$ cat src/smq_pkg.sv
// constants, register map and carrier types of the status and message queues
// assumes a single 25 MHz clock and an APB master with 32-bit data
package smq_pkg;

   // register byte offsets on the APB
   localparam logic [7:0] SMQ_OFF_STB      = 8'h00;
   localparam logic [7:0] SMQ_OFF_SRE      = 8'h04;
   localparam logic [7:0] SMQ_OFF_OUTQ     = 8'h08;
   localparam logic [7:0] SMQ_OFF_ERRQ     = 8'h0c;
   localparam logic [7:0] SMQ_OFF_FRANGE   = 8'h10;
   localparam logic [7:0] SMQ_OFF_FCTRL    = 8'h14;
   localparam logic [7:0] SMQ_OFF_CMD      = 8'h18;
   localparam logic [7:0] SMQ_OFF_MEVT     = 8'h1c;
   localparam logic [7:0] SMQ_OFF_MEN      = 8'h20;
   localparam logic [7:0] SMQ_OFF_AVG      = 8'h24;

   // status byte bit positions
   localparam int unsigned SMQ_STB_MEAS = 0;
   localparam int unsigned SMQ_STB_ERDY = 2;
   localparam int unsigned SMQ_STB_MRDY = 4;
   localparam int unsigned SMQ_STB_RQS  = 6;

   // command register bits
   localparam int unsigned SMQ_CMD_CLS    = 0;
   localparam int unsigned SMQ_CMD_PRESET = 1;

   // measurement event bit for battery buffer full
   localparam int unsigned SMQ_MEAS_BATFULL = 9;

   // error queue geometry and fixed codes
   localparam logic [3:0]  SMQ_ERRQ_DEPTH = 4'ha;
   localparam logic [3:0]  SMQ_ERRQ_LAST  = 4'h9;
   localparam logic [15:0] SMQ_CODE_OVF   = 16'h015e;
   localparam logic [15:0] SMQ_CODE_NONE  = 16'h0000;

   // reset values
   localparam logic [7:0]  SMQ_SRE_RST  = 8'h00;
   localparam logic [15:0] SMQ_MEN_RST  = 16'h0000;
   localparam logic [15:0] SMQ_AVG_RST  = 16'h0001;

   // filter programming operations, written to the low bits of FCTRL
   typedef enum logic [1:0] {
      SMQ_OP_NONE,
      SMQ_OP_ENLIST,
      SMQ_OP_ENADD,
      SMQ_OP_DISADD
   } smq_fop_e;

   // one inclusive range of signed codes
   typedef struct packed {
      logic signed [15:0] hi;
      logic signed [15:0] lo;
   } smq_range_s;

   // one error or status event offered to the error queue
   typedef struct packed {
      logic        isStatus;
      logic [15:0] code;
   } smq_err_s;

endpackage

$ cat src/smq_status_queues.sv
// output queue, error queue with code filter, status byte and measurement event
// assumes APB master on mclk and event sources on the same clock
`timescale 1ns/1ps

////////////////////////////////////////////////////////////////////////////////
// Summary of operation
// - pushing a response into the output queue sets message-ready
// - reading the output queue register removes the message read
// - message-ready clears once the output queue is empty
// - an admitted error or status event pushes its code into error queue
// - any entry entering the error queue sets error-ready
// - error queue read returns oldest entry, then removes it
// - error-ready clears once the error queue is empty
// - the error queue never holds more than ten entries
// - filling the last slot stores overflow code 350 instead
// - after reset the error queue is empty
// - reading an empty error queue returns code 0
// - entries are signed codes, negative standard, positive vendor
// - after reset errors are admitted and status messages are not
// - an enable list admits only listed codes
// - a disable list removes listed codes, others unchanged
// - an empty enable list blocks every message
// - lists mix single codes and inclusive ranges
// - reset and clear-status empty the queue; preset leaves it alone
// - filter settings restored only by reset
// - service-request enable bit 4 raises a request when a message waits
// - battery buffer full sets measurement bit 9 after averaging count
// - event register read clears it; clear-status clears event registers
module smq_status_queues #(
   parameter int unsigned OUTQ_DEPTH = 8,
   parameter int unsigned NUM_RANGES = 4
) (
   // clock and reset
   input  wire logic              mclk,
   input  wire logic              rst_n,
   // apb slave
   input  wire logic              psel,
   input  wire logic              penable,
   input  wire logic              pwrite,
   input  wire logic [7:0]        paddr,
   input  wire logic [31:0]       pwdata,
   output logic      [31:0]       prdata,
   output logic                   pready,
   output logic                   pslverr,
   // response messages from the command parser
   input  wire logic              rspValid,
   input  wire logic [31:0]       rspData,
   output logic                   rspReady,
   // error and status events
   input  wire logic              errEvtValid,
   input  wire smq_pkg::smq_err_s errEvt,
   // battery channel reading completed
   input  wire logic              batReadingDone,
   // status outputs
   output logic                   messageReadyFlag,
   output logic                   errorReadyFlag,
   output logic                   batteryBufferFullFlag,
   output logic                   srq
);
   import smq_pkg::*;

   localparam int unsigned OAW = $clog2(OUTQ_DEPTH);

   // range hit across a table of ranges; used for both lists
   function automatic logic rangeHit(input smq_range_s tbl [NUM_RANGES],
                                     input logic [NUM_RANGES-1:0] vld,
                                     input logic signed [15:0] code);
      logic hit;
      hit = 1'b0;
      for (int i = 0; i < NUM_RANGES; i++) begin
         if (vld[i] && code >= tbl[i].lo && code <= tbl[i].hi) begin
            hit = 1'b1;
         end
      end
      return hit;
   endfunction

   // apb address decode; used only for the error answer
   function automatic logic regMapped(input logic [7:0] a);
      return a == SMQ_OFF_STB || a == SMQ_OFF_SRE || a == SMQ_OFF_OUTQ ||
             a == SMQ_OFF_ERRQ || a == SMQ_OFF_FRANGE || a == SMQ_OFF_FCTRL ||
             a == SMQ_OFF_CMD || a == SMQ_OFF_MEVT || a == SMQ_OFF_MEN ||
             a == SMQ_OFF_AVG;
   endfunction

   ////////////////////////////////////////////////////////////////////////////
   // bus phases
   logic access;
   logic setupRd;
   logic wrAcc;
   logic clsCmd;
   logic presetCmd;
   logic rdOutOk;
   logic rdErrOk;

   assign access    = psel & penable;
   assign setupRd   = psel & ~penable & ~pwrite;
   assign wrAcc     = access & pwrite;
   assign pready    = 1'b1;  // every register answers in the first access cycle
   assign pslverr   = access & ~regMapped(paddr);
   assign clsCmd    = wrAcc && paddr == SMQ_OFF_CMD && pwdata[SMQ_CMD_CLS];
   assign presetCmd = wrAcc && paddr == SMQ_OFF_CMD && pwdata[SMQ_CMD_PRESET];

   ////////////////////////////////////////////////////////////////////////////
   // output queue storage
   logic [31:0]  outMem [OUTQ_DEPTH];
   logic [OAW-1:0] outWr;
   logic [OAW-1:0] outRd;
   logic [OAW:0]   outCount;
   logic           outPush;
   logic           outPop;

   assign rspReady = outCount != (OAW+1)'(OUTQ_DEPTH);
   assign outPush  = rspValid & rspReady;
   // pop only what the setup cycle actually returned
   assign outPop   = access && !pwrite && paddr == SMQ_OFF_OUTQ && rdOutOk;

   // queue write side
   always_ff @(posedge mclk) begin
      if (outPush) begin
         outMem[outWr] <= rspData;
      end
   end

   // pointers and occupancy
   always_ff @(posedge mclk or negedge rst_n) begin
      if (!rst_n) begin
         outWr    <= '0;
         outRd    <= '0;
         outCount <= '0;
      end else begin
         if (outPush) begin
            outWr <= (outWr == OAW'(OUTQ_DEPTH-1)) ? '0 : outWr + 1'b1;
         end
         if (outPop) begin
            outRd <= (outRd == OAW'(OUTQ_DEPTH-1)) ? '0 : outRd + 1'b1;
         end
         outCount <= outCount + (OAW+1)'(outPush) - (OAW+1)'(outPop);
      end
   end

   assign messageReadyFlag = outCount != '0;

   ////////////////////////////////////////////////////////////////////////////
   // error code filter
   smq_range_s          enTbl  [NUM_RANGES];
   smq_range_s          disTbl [NUM_RANGES];
   logic [NUM_RANGES-1:0] enVld;
   logic [NUM_RANGES-1:0] disVld;
   logic                defaultMode;
   smq_range_s          rangeReg;
   smq_fop_e            fop;
   logic                admit;

   assign fop = smq_fop_e'(pwdata[1:0]);

   // admission: default admits errors only, a list admits listed codes
   always_comb begin
      if (defaultMode) begin
         admit = !errEvt.isStatus;
      end else begin
         admit = rangeHit(enTbl, enVld, errEvt.code);
      end
      if (rangeHit(disTbl, disVld, errEvt.code)) begin
         admit = 1'b0;
      end
   end

   // staging register for one range written before its op
   always_ff @(posedge mclk or negedge rst_n) begin
      if (!rst_n) begin
         rangeReg <= '0;
      end else if (wrAcc && paddr == SMQ_OFF_FRANGE) begin
         rangeReg <= pwdata;
      end
   end

   // list tables; only reset and FCTRL writes touch them, not clear-status or preset
   always_ff @(posedge mclk or negedge rst_n) begin
      if (!rst_n) begin
         defaultMode <= 1'b1;
         enVld       <= '0;
         disVld      <= '0;
         for (int i = 0; i < NUM_RANGES; i++) begin
            enTbl[i]  <= '0;
            disTbl[i] <= '0;
         end
      end else if (wrAcc && paddr == SMQ_OFF_FCTRL) begin
         unique case (fop)
            SMQ_OP_NONE: begin
            end
            SMQ_OP_ENLIST: begin
               // a new enable list replaces the whole enabled set
               defaultMode <= 1'b0;
               enVld       <= '0;
               disVld      <= '0;
            end
            SMQ_OP_ENADD: begin
               // slots beyond the table size are silently ignored
               for (int i = NUM_RANGES - 1; i >= 0; i--) begin
                  if (!enVld[i]) begin
                     enTbl[i] <= rangeReg;
                  end
               end
               enVld <= {enVld[NUM_RANGES-2:0], 1'b1};
            end
            SMQ_OP_DISADD: begin
               for (int i = NUM_RANGES - 1; i >= 0; i--) begin
                  if (!disVld[i]) begin
                     disTbl[i] <= rangeReg;
                  end
               end
               disVld <= {disVld[NUM_RANGES-2:0], 1'b1};
            end
         endcase
      end
   end

   ////////////////////////////////////////////////////////////////////////////
   // error queue, ten signed codes
   logic [15:0] errMem [SMQ_ERRQ_DEPTH];
   logic [3:0]  errWr;
   logic [3:0]  errRd;
   logic [3:0]  errCount;
   logic [3:0]  errEff;
   logic        errPop;
   logic        errPush;
   logic [15:0] pushCode;
   logic [3:0]  wrBase;
   logic [3:0]  rdBase;

   // pop only what the setup cycle actually returned
   assign errPop   = access && !pwrite && paddr == SMQ_OFF_ERRQ && rdErrOk && !clsCmd;
   // occupancy once any pop or clear-status of this cycle is counted
   assign errEff   = clsCmd ? 4'h0 : errCount - 4'(errPop);
   assign errPush  = errEvtValid && admit && errEff != SMQ_ERRQ_DEPTH;
   assign pushCode = (errEff == SMQ_ERRQ_LAST) ? SMQ_CODE_OVF : errEvt.code;
   assign wrBase   = clsCmd ? 4'h0 : errWr;
   assign rdBase   = clsCmd ? 4'h0 : errRd;

   always_ff @(posedge mclk) begin
      if (errPush) begin
         errMem[wrBase] <= pushCode;
      end
   end

   // clear-status empties the queue but a coincident event is still kept
   always_ff @(posedge mclk or negedge rst_n) begin
      if (!rst_n) begin
         errWr    <= 4'h0;
         errRd    <= 4'h0;
         errCount <= 4'h0;
      end else begin
         errWr <= errPush ? ((wrBase == SMQ_ERRQ_LAST) ? 4'h0 : wrBase + 4'h1) : wrBase;
         errRd <= errPop ? ((rdBase == SMQ_ERRQ_LAST) ? 4'h0 : rdBase + 4'h1) : rdBase;
         errCount <= errEff + 4'(errPush);
      end
   end

   assign errorReadyFlag = errCount != 4'h0;

   ////////////////////////////////////////////////////////////////////////////
   // measurement event set, averaging and enable
   logic [15:0] measEvt;
   logic [15:0] measEn;
   logic [15:0] avgCount;
   logic [15:0] batCount;
   logic        batFullSet;
   logic [15:0] evtClr;

   // a count of zero behaves as one
   assign batFullSet = batReadingDone &&
                       (batCount + 16'h1 >= avgCount);
   // read clears only the bits captured at setup, so late sets survive
   assign evtClr = clsCmd ? 16'hffff :
                   (access && !pwrite && paddr == SMQ_OFF_MEVT) ? prdata[15:0] : 16'h0000;

   always_ff @(posedge mclk or negedge rst_n) begin
      if (!rst_n) begin
         batCount <= 16'h0000;
      end else if (batReadingDone) begin
         batCount <= batFullSet ? 16'h0000 : batCount + 16'h1;
      end
   end

   // event register, set wins over clear
   always_ff @(posedge mclk or negedge rst_n) begin
      if (!rst_n) begin
         measEvt <= 16'h0000;
      end else begin
         measEvt <= (measEvt & ~evtClr) | (16'(batFullSet) << SMQ_MEAS_BATFULL);
      end
   end

   // measurement enable, cleared by preset too
   always_ff @(posedge mclk or negedge rst_n) begin
      if (!rst_n) begin
         measEn <= SMQ_MEN_RST;
      end else if (presetCmd) begin
         measEn <= SMQ_MEN_RST;
      end else if (wrAcc && paddr == SMQ_OFF_MEN) begin
         measEn <= pwdata[15:0];
      end
   end

   // averaging count
   always_ff @(posedge mclk or negedge rst_n) begin
      if (!rst_n) begin
         avgCount <= SMQ_AVG_RST;
      end else if (wrAcc && paddr == SMQ_OFF_AVG) begin
         avgCount <= pwdata[15:0];
      end
   end

   assign batteryBufferFullFlag = measEvt[SMQ_MEAS_BATFULL];

   ////////////////////////////////////////////////////////////////////////////
   // status byte and service request
   logic [7:0] sre;
   logic [7:0] stb;

   always_comb begin
      stb               = 8'h00;
      stb[SMQ_STB_MEAS] = |(measEvt & measEn);
      stb[SMQ_STB_ERDY] = errorReadyFlag;
      stb[SMQ_STB_MRDY] = messageReadyFlag;
      stb[SMQ_STB_RQS]  = srq;
   end

   // request enable; the request bit itself never gates itself
   always_ff @(posedge mclk or negedge rst_n) begin
      if (!rst_n) begin
         sre <= SMQ_SRE_RST;
      end else if (wrAcc && paddr == SMQ_OFF_SRE) begin
         sre <= pwdata[7:0];
      end
   end

   always_ff @(posedge mclk or negedge rst_n) begin
      if (!rst_n) begin
         srq <= 1'b0;
      end else begin
         srq <= |(stb & sre & ~(8'h01 << SMQ_STB_RQS));
      end
   end

   ////////////////////////////////////////////////////////////////////////////
   // read data captured in the setup cycle, popped in the access cycle
   always_ff @(posedge mclk or negedge rst_n) begin
      if (!rst_n) begin
         prdata  <= 32'h0000_0000;
         rdOutOk <= 1'b0;
         rdErrOk <= 1'b0;
      end else if (setupRd) begin
         rdOutOk <= paddr == SMQ_OFF_OUTQ && outCount != '0;
         rdErrOk <= paddr == SMQ_OFF_ERRQ && errCount != 4'h0;
         prdata  <= 32'h0000_0000;
         unique case (paddr)
            SMQ_OFF_STB:  prdata <= {16'h0000, 4'h0, errCount, stb};
            SMQ_OFF_SRE:  prdata <= {24'h00_0000, sre};
            SMQ_OFF_OUTQ: prdata <= (outCount != '0) ? outMem[outRd] : 32'h0000_0000;
            SMQ_OFF_ERRQ: prdata <= (errCount != 4'h0) ?
                                    {{16{errMem[errRd][15]}}, errMem[errRd]} :
                                    {16'h0000, SMQ_CODE_NONE};
            SMQ_OFF_FRANGE: prdata <= rangeReg;
            SMQ_OFF_FCTRL:  prdata <= {31'h0000_0000, defaultMode};
            SMQ_OFF_MEVT: prdata <= {16'h0000, measEvt};
            SMQ_OFF_MEN:  prdata <= {16'h0000, measEn};
            SMQ_OFF_AVG:  prdata <= {16'h0000, avgCount};
            default:      prdata <= 32'h0000_0000;
         endcase
      end
   end

   ////////////////////////////////////////////////////////////////////////////
   // checks
   mready_push_a: assert property (@(posedge mclk) disable iff (!rst_n)
      outPush |=> messageReadyFlag)
      else $error("message ready not set after push");

   mready_clear_a: assert property (@(posedge mclk) disable iff (!rst_n)
      (outPop && outCount == 1 && !outPush) |=> !messageReadyFlag)
      else $error("message ready stuck after last read");

   eready_push_a: assert property (@(posedge mclk) disable iff (!rst_n)
      errPush |=> errorReadyFlag && errCount == $past(errEff) + 4'h1)
      else $error("error ready or count wrong after push");

   errq_bound_a: assert property (@(posedge mclk) disable iff (!rst_n)
      errCount <= SMQ_ERRQ_DEPTH)
      else $error("error queue over ten entries");

   overflow_slot_a: assert property (@(posedge mclk) disable iff (!rst_n)
      (errPush && errEff == SMQ_ERRQ_LAST) |=> errMem[$past(wrBase)] == SMQ_CODE_OVF)
      else $error("last slot does not hold overflow code");

   empty_read_a: assert property (@(posedge mclk) disable iff (!rst_n)
      (setupRd && paddr == SMQ_OFF_ERRQ && errCount == 4'h0) |=> prdata == 32'h0)
      else $error("empty error queue read not zero");

   full_drop_a: assert property (@(posedge mclk) disable iff (!rst_n)
      (errCount == SMQ_ERRQ_DEPTH && !errPop && !clsCmd) |=> errCount == SMQ_ERRQ_DEPTH)
      else $error("full error queue changed without read");

   cls_empty_a: assert property (@(posedge mclk) disable iff (!rst_n)
      (clsCmd && !errPush) |=> errCount == 4'h0 && !errorReadyFlag)
      else $error("clear-status left entries");

   srq_mready_a: assert property (@(posedge mclk) disable iff (!rst_n)
      (sre[SMQ_STB_MRDY] && messageReadyFlag) |=> srq)
      else $error("no service request for waiting message");

   batfull_set_a: assert property (@(posedge mclk) disable iff (!rst_n)
      batFullSet |=> measEvt[SMQ_MEAS_BATFULL] && batCount == 16'h0)
      else $error("buffer full bit not set at averaging count");

endmodule

$ cat config.mk
export PLATFORM = sky130hd
export DESIGN_NAME = smq_status_queues
export DESIGN_NICKNAME = d
export VERILOG_FILES = /design/src/smq_pkg.sv /design/src/smq_status_queues.sv
export SDC_FILE = /design/constraint.sdc
export NUM_CORES = 1
export LEC_CHECK = 0
export BUFFER_PORTS_ARGS = -buffer_cell sky130_fd_sc_hd__buf_4
export CORE_AREA = 3 3 287 289
export CTS_CLUSTER_DIAMETER = 40
export DETAILED_ROUTE_END_ITERATION = 6
export DIE_AREA = 0 0 290 292
export GPL_TIMING_DRIVEN = 0
export HOLD_SLACK_MARGIN = 0.03
export PLACE_DENSITY = 0.76
export SYNTH_ARGS = -nofsm -noshare
export SYNTH_HDL_FRONTEND = slang
export SYNTH_SLANG_ARGS = --single-unit
$ cat constraint.sdc
create_clock -name mclk -period 8 [get_ports mclk]
set_input_delay 1.2 -clock mclk [delete_from_list [all_inputs] [get_ports mclk]]
set_output_delay 1.2 -clock mclk [all_outputs]
set_load 0.02 [all_outputs]
==> results of run 1 <==
-- cells in the mapped netlist (33+ instances only) --
master	count	area, um^2
edfxtp_1	416	12500
a21oi_1	186	931
mux4_2	96	2160
a21o_1	33	248
nand3_1	35	175
o21ai_0	285	1430
clkbuf_1	135	507
dfrtp_1	424	10600
nand4_1	51	319
mux2_2	92	1040
nor2_1	106	398
inv_1	307	1150
nand2_1	375	1410
ha_1	290	3630
mux2i_1	33	330
-- per-layer routing --
metal,track usage,part of all wire
met1,0.353,0.40
met2,0.399,0.45
met3,0.0570,0.095
met4,0.109,0.045
met5,0,0.00026
-- layout make-up --
| class | instances | area [um^2] | share of cell area |
|---|---|---|---|
| flip-flops and latches | 842 | 23200 | 0.500 |
| multi-input cells | 1957 | 15000 | 0.323 |
| clock buffers | 126 | 2870 | 0.0620 |
| repair buffers | 165 | 1450 | 0.0312 |
| well taps | 1060 | 1330 | 0.0286 |
| inverters | 308 | 1160 | 0.0249 |
| clock inverters | 75 | 790 | 0.0170 |
| plain buffers | 158 | 601 | 0.0130 |
| diodes | 4 | 10.0 | 0.000216 |
-- registers in the layout (all words and copies together) (netlist names), 4 cells and up --
signal / count
avgCount: 16
batCount: 16
disTbl: 128
disVld: 4
enTbl: 128
enVld: 4
errCount: 4
errMem: 160
errRd: 4
errWr: 4
measEn: 16
measEvt: 16
outCount: 4
outMem: 256
prdata: 32
rangeReg: 32
sre: 8
-- cell usage in the layout (no fill, tap or decap), types with 18 or more instances in the layout --
cell type and instances:
clkbuf_16 110, buf_1 19, a211oi_1 30, mux2_2 92, ha_1 290, o21ai_0 285
a21o_1 33, nand2_1 375, a221oi_1 24, inv_1 307, a22oi_1 24, nand3_1 35
nand4_1 51, buf_4 138, a21oi_1 186, dfrtp_1 424, mux4_2 96, and2_1 23
edfxtp_1 416, clkbuf_1 145, o211ai_1 24, nor2_1 97, mux2i_1 33, clkinv_2 18
nor2b_1 30
-- worst paths after layout --
check | end | from | cells past startpoint | slack (ns)
max | errMem[1][12]$_DFFE_PP_ | errEvt[0] | 14 | 2.45
min | measEvt[2]$_DFF_PN0_ | prdata[2]$_DFFE_PN0P_ | 1 | 0.48
max reg2reg | errMem[1][12]$_DFFE_PP_ | disTbl[95]$_DFFE_PN0P_ | 12 | 3.52
min reg2reg | measEvt[2]$_DFF_PN0_ | prdata[2]$_DFFE_PN0P_ | 1 | 0.48
max in group asynchronous | enVld[3]$_DFFE_PN0P_ | rst_n | 3 | 5.67
min in group asynchronous | disTbl[120]$_DFFE_PN0P_ | rst_n | 1 | 0.61
-- worst max-delay path, cell delays in order --
cell and delay [ns]:
buf_4 0.11, inv_1 0.97, ha_1 0.30, nor2b_1 0.05
o211ai_1 0.15, a2111oi_0 0.15, or4b_1 0.55, o221a_2 0.16
nor3_1 0.52, o211ai_4 0.29, inv_2 0.19, nand3_1 0.20
nor3_2 0.81, buf_6 0.26
-- cell families after synthesis --
group	Yosys count
multiplexers	221
flip-flops	842
XOR/XNOR	28
other	1
AO/OA/AOI/OAI	696
buffers and inverters	466
AND/OR/NAND/NOR	720
adder cells (fa/ha/maj)	291
-- power groups by stage --
| stage | registers, mW | logic, mW | clock network (mW) |
|---|---|---|---|
| 2_1_floorplan | 5.13 | 0.522 | 0 |
| 3_3_place_gp | 5.14 | 0.956 | 0 |
| 3_5_place_dp | 5.14 | 1.07 | 0 |
| 4_1_cts | 5.06 | 1.08 | 4.91 |
| 5_1_grt | 5.09 | 1.17 | 5.10 |
| 6_report | 5.07 | 1.09 | 4.87 |
==> flow_metrics.tcl, run 1 <==
set metrics [dict create \
    drtAntennaViolNets 0 \
    fmax_mhz 180 \
    dpl_worst_slack_ns 1.84 \
    power-per-cell-area_mw_per_mm2 238 \
    post_route_cells_drive_above_1_share 0.160 \
    ys_types 75 \
    overflow 0 \
    worst_slack_setup_final_ns 2.45 \
    cts_resized 0 \
    postLayoutCoreUtil 0.578 \
    drt-total-wl_mm 110 \
    overall_die_width_um 290 \
    leakage_nw 19.4 \
    basic_gate_share_of_the_synthesized_area_counting_and_or_nand_and_nor_cells 0.0827 \
    die_area_mm2 0.0847 \
    synth_fa_ha_area_frac 0.0916 \
    grt_pass1_vias 27900 \
    fillerInstances 6275 \
    synth_xor_area_frac 0.00616 \
    critical_path.startpoint_type "input pin" \
    ioPinCount 136 \
    postSynthAreaPerCell_um2 12.2 \
    total_power_mw 11.0 \
    crit_path_end_kind "flop" \
    pwr-share-seq 0.460 \
    port-buffer-count 133 \
    failed_checks "design-rule violations" \
    stdcell_area_mm2 0.0463 \
    synth_mux_area_frac 0.0886 \
    cts_htree_levels 3 \
    antenna_found_initial 8 \
    final_net_count 3929 \
    vias 28000 \
    drt_pass1_iterations 7 \
    clock_insertion_delay_worst_skew_ns 0.68 \
    peakVddDrop_mv 0.237 \
    p_int_mw 8.20 \
    synth_seq_cells 842 \
    fin_crit_ns 5.55 \
    critical_path_peak_fanout 17 \
    tritoncts.num_buffers 109 \
    async_flop_share 0.506 \
    power.switching_mw 2.83 \
    floorplan.rows 104 \
    fin_setup_tns_ns 0 \
    root_buffer "clkbuf_16" \
    final-max-slew-violation-count 0 \
    yosysSeqAreaShare 0.581 \
    ys.flop_type "dfrtp_1" \
    worst_setup_hold_path_clk_slew_ns 0.06 \
    syn_nets 3653 \
    required_time_reported_for_the_critical_path_endpoint_ns 8.38 \
    switching_share 0.257 \
    rsz_0062_raised_after_global_routing "false" \
    cts_setup_buffers 0 \
    design.core.area_mm2 0.0802 \
    grt_max_degree 120 \
    avgViaCountPerCell 5.95 \
    initial_core_util 0.497 \
    final_min_period_over_clock_period 0.694 \
    ctsLongestPathBuffers 3 \
    hold_path_class "flop to flop" \
    grt_pass1_wl_mm 168 \
    wl_per_cell_um 23.4 \
    total_placed_cells_including_tap_cells 4490 \
    netlist_area_before_placement_mm2 0.0398 \
    final-instance-count-excl-fill 4695 \
    floorplan.die.height_um 292 \
    total_routing_usage_gr 0.257 \
    outcome "finished with violations" \
    area_growth_pct 16.4 \
    synth_top_family_by_area "compound AO/OA/AOI/OAI gates" \
    clock_power_share 0.442 \
    tightest_slew_ns 1.39 \
    worst-setup-path-type "input pin to flop" \
    synth.yosys.warnings 0 \
    slew_headroom 0.0656 \
    hold_violations 0 \
    finalWeightedCongestion 0.953 \
    worst_clock_skew_ns 0.0594 \
    setup_viol_count_final 0 \
    hold_ws_ns 0.476 \
    cap_viol_max_count 0 \
    clkSinkCount 842 \
    area_fraction_in_compound_gates_after_synthesis 0.105 \
    ctsHoldBuffers 0 \
    place_hpwl_mm 73.8 \
    crit_arrival_ns 5.94 \
    placedInstanceArea_mm2 0.0427 \
    post_synth_inst_count 3265 \
    route.detailed.drc 16 \
    combinationalPowerShare 0.099 \
    drtIter0Drc 3214 \
    tritoncts "yes" \
    post_synth_edffs 416 \
]
Note: power is estimated with default switching activity, not from simulation.
==> inputs of run 2 (changes only) <==
--- a/config.mk
+++ b/config.mk
@@ -5,11 +5,12 @@
 export SDC_FILE = /design/constraint.sdc
 export NUM_CORES = 1
 export LEC_CHECK = 0
+export ABC_AREA = 1
 export BUFFER_PORTS_ARGS = -buffer_cell sky130_fd_sc_hd__buf_4
-export CORE_AREA = 3 3 287 289
+export CORE_AREA = 3 3 290 292
 export CTS_CLUSTER_DIAMETER = 40
 export DETAILED_ROUTE_END_ITERATION = 6
-export DIE_AREA = 0 0 290 292
+export DIE_AREA = 0 0 293 295
 export GPL_TIMING_DRIVEN = 0
 export HOLD_SLACK_MARGIN = 0.03
 export PLACE_DENSITY = 0.76
==> constraint.sdc (replaced) <==
create_clock -name mclk -period 5.35 [get_ports mclk]
set_input_delay 0.8025 -clock mclk [delete_from_list [all_inputs] [get_ports mclk]]
set_output_delay 0.8025 -clock mclk [all_outputs]
set_load 0.02 [all_outputs]
==> run 2 against run 1 <==
  * The run now ends clean
  * Core utilization is 0.25 points higher
  * Register-to-register slack lost 1.9 ns
  * Via count is 16% higher
  * Die area rose by 2.1%
  * Sequential power rose by 46%
  * Clock skew fell by 0.024 ns
  * Largest power group is now the clock network
  * Highest routed layer unchanged
==> flow_metrics.tcl, run 2 <==
set metrics [dict create \
    worst-r2r-cell-count 13 \
    yosysSeqAreaShare 0.567 \
    tritoncts "yes" \
    ys_types 56 \
    grt_pass1_wl_mm 180 \
    grt_max_degree 123 \
    post_route_cells_drive_above_1_share 0.0915 \
    critical_path.reg2reg.endpoint "errMem[7][13]$_DFFE_PP_" \
    drtAntennaViolNets 0 \
    yosys-top-cells-count "nand2_1 (788), o21ai_0 (607), inv_1 (555)" \
    multiInputGateArea_mm2 0.0150 \
    total_power_mw 16.7 \
    rsz_0062_raised_after_global_routing "false" \
    tritoncts.num_buffers 114 \
    floorplan.die.height_um 295 \
    cp_cell_sequence "buf_4 -> nor2_1 -> nand2_1 -> nor2_2 -> inv_1 -> nor2_4 -> nand2_1 -> nor3_1 -> ha_1 -> ha_1 -> xor2_1 -> nand2_2 -> nand2_4 -> nor2_1 -> nor2_1 -> nand2_1 -> nor2_4 -> nand2_4 -> buf_6 -> nor2_2" \
    avgViaCountPerCell 5.72 \
    area_fraction_in_compound_gates_after_synthesis 0.134 \
    most_used_standard_cell_by_instance_count_after_synthesis "nand2_1" \
    ys.flop_type "dfrtp_1" \
    worst_setup_hold_path_clk_slew_ns 0.06 \
    port-buffer-count 134 \
    seq_area_mm2 0.0232 \
    route.detailed.drc 0 \
    cap_viol_max_count 0 \
    largestRegisters "outMem: 256 flops, errMem: 160 flops" \
    required_time_reported_for_the_critical_path_endpoint_ns 5.64 \
    power-per-cell-area_mw_per_mm2 351 \
    crit_arrival_ns 4.88 \
    drtIter0Drc 3122 \
    design.core.area_mm2 0.0818 \
    registers.top_by_ff_count "outMem" \
    synth_top_family_by_area "simple AND/OR/NAND/NOR gates" \
    final-max-slew-violation-count 0 \
    synth_fa_ha_area_frac 0.0893 \
    leakage_nw 20.1 \
    cts_htree_levels 3 \
    yosys.area.top_type_share 0.306 \
    antenna_found_initial 2 \
    syn_nets 4637 \
    ctsHoldBuffers 0 \
    r2r-start "disTbl[95]$_DFFE_PN0P_" \
    finalWeightedCongestion 0.965 \
    cp_slowest_stage_delay_ns 0.89 \
    clock_insertion_delay_worst_skew_ns 0.69 \
    ioPinCount 136 \
    post_synth_edffs 416 \
    layout.cells.most_common_list "nand2_1 (788), o21ai_0 (607), inv_1 (555)" \
    wl_per_cell_um 20.7 \
    postSynthAreaPerCell_um2 9.61 \
    cts_setup_buffers 0 \
    async_flop_share 0.506 \
    synth_seq_cells 842 \
    worst_clock_skew_ns 0.0350 \
    synth_xor_area_frac 0.00365 \
    basic_gate_share_of_the_synthesized_area_counting_and_or_nand_and_nor_cells 0.137 \
    total_routing_usage_gr 0.271 \
    number_of_flip_flops_under_the_largest_register_name 256 \
    final_net_count 4900 \
    slowest_stage "nor2_2" \
    final_common_cell "nand2_1" \
    overall_die_width_um 293 \
    tightest_slew_ns 1.19 \
    fmax_mhz 218 \
    floorplan.rows 105 \
    root_buffer "clkbuf_16" \
    clkSinkCount 842 \
    vias 32500 \
    total_placed_cells_including_tap_cells 5466 \
    outcome "finished, final reports clean" \
    place_hpwl_mm 83.1 \
    post_synth_inst_count 4249 \
    final-instance-count-excl-fill 5680 \
    netlist_area_before_placement_mm2 0.0408 \
    initial_core_util 0.499 \
    antenna_cells 0 \
    die_area_mm2 0.0864 \
    synth.yosys.warnings 0 \
    final_min_period_over_clock_period 0.857 \
    synth_mux_area_frac 0.000766 \
    drt-total-wl_mm 118 \
    setup_viol_count_final 0 \
    slew_headroom 0.208 \
    synth_largest_area_cell "edfxtp_1" \
    area_growth_pct 16.4 \
    grt_pass1_vias 32400 \
    overflow 0 \
    hold_path_class "input pin to asynchronous set/reset pin" \
    drt_pass1_iterations 6 \
    reg2reg_setup_slack_ns 1.61 \
    crit_path_end_kind "flop" \
    cts_resized 0 \
    worst-setup-path-type "input pin to flop" \
    fin_crit_ns 4.59 \
    critical_path.startpoint_type "input pin" \
    fillerInstances 6762 \
    critical_path_peak_fanout 16 \
    hold_violations 0 \
    peakVddDrop_mv 0.311 \
    ctsLongestPathBuffers 3 \
    synth_area_leaders "edfxtp_1 (31%), dfrtp_1 (26%), ha_1 (8.9%), o21ai_0 (7.4%), nand2_1 (7.2%)" \
]
## run 2: cell types whose count changed after synthesis, sizes merged, moves of 72 or more
cell / previous run / this run
nand2: 375 / 793
o21ai: 285 / 644
nor2: 107 / 403
inv: 308 / 562
mux4: 96 / 0
mux2: 92 / 1
nand3: 35 / 117
o22ai: 6 / 78
## run 2: logic make-up after synthesis
logic type | after synthesis
buf+inv | 725
xor+xnor | 17
compound gates | 992
mux | 3
other cells | 1
flops | 842
fa+ha+maj | 291
simple gates | 1378
## run 2: per-layer routing
layer | track usage | up-vias | part of all wire
met4 | 0.120 | 4 | 0.045
met2 | 0.456 | 1556 | 0.47
met1 | 0.338 | 15700 | 0.39
met3 | 0.0574 | 329 | 0.096
met5 | 0 | - | 0.00031
li1 | - | 14900 | -
## run 2: final cells by class
cell class | instances | area share
multi-input cells | 2682 | 0.315
plain buffers | 162 | 0.0138
clock inverters | 76 | 0.0192
repair buffers | 147 | 0.0280
well taps | 1070 | 0.0282
clock buffers | 138 | 0.0643
flip-flops and latches | 842 | 0.487
inverters | 563 | 0.0445
## run 2: worst max-delay path by stage
stage                  start                 endpoint  slack, ns  depth (start not counted)
global placement       rst_n  batCount[4]$_DFFE_PN0P_      -0.89                          1
CTS                 paddr[7]   errMem[3][6]$_DFFE_PP_       0.91                         20
floorplan           paddr[7]   errMem[0][0]$_DFFE_PP_       1.49                         18
global route        paddr[7]  errMem[7][15]$_DFFE_PP_       0.59                         20
finish              paddr[7]  errMem[7][13]$_DFFE_PP_       0.76                         20
detailed placement  paddr[7]   errMem[3][5]$_DFFE_PP_       0.21                         20
## run 2: power by group
part	switching, mW	total [mW]	internal [mW]
Combinational	1.09	1.57	0.481
Clock	3.01	7.72	4.71
Sequential	0.130	7.40	7.27
Total	4.24	16.7	12.5
## run 2: metrics by stage
step	worst slack [ns]	hold WS [ns]	area [um^2]	util	TNS, ns
global route	0.588	0.0920	47500	0.581	0
floorplan	1.49	0.439	40800	-	0
CTS	0.908	0.0649	47500	0.581	0
finish	0.764	0.0617	47500	0.581	0
detailed placement	0.207	0.467	43600	0.532	0
global placement	-0.894	0.458	43200	0.528	-343.54
## run 2: critical path: cells and delay by family
kind,cells,cell delay [ns]
fa+ha+maj,2,0.41
xor+xnor,1,0.20
buf+inv,3,0.49
simple gates,14,2.96
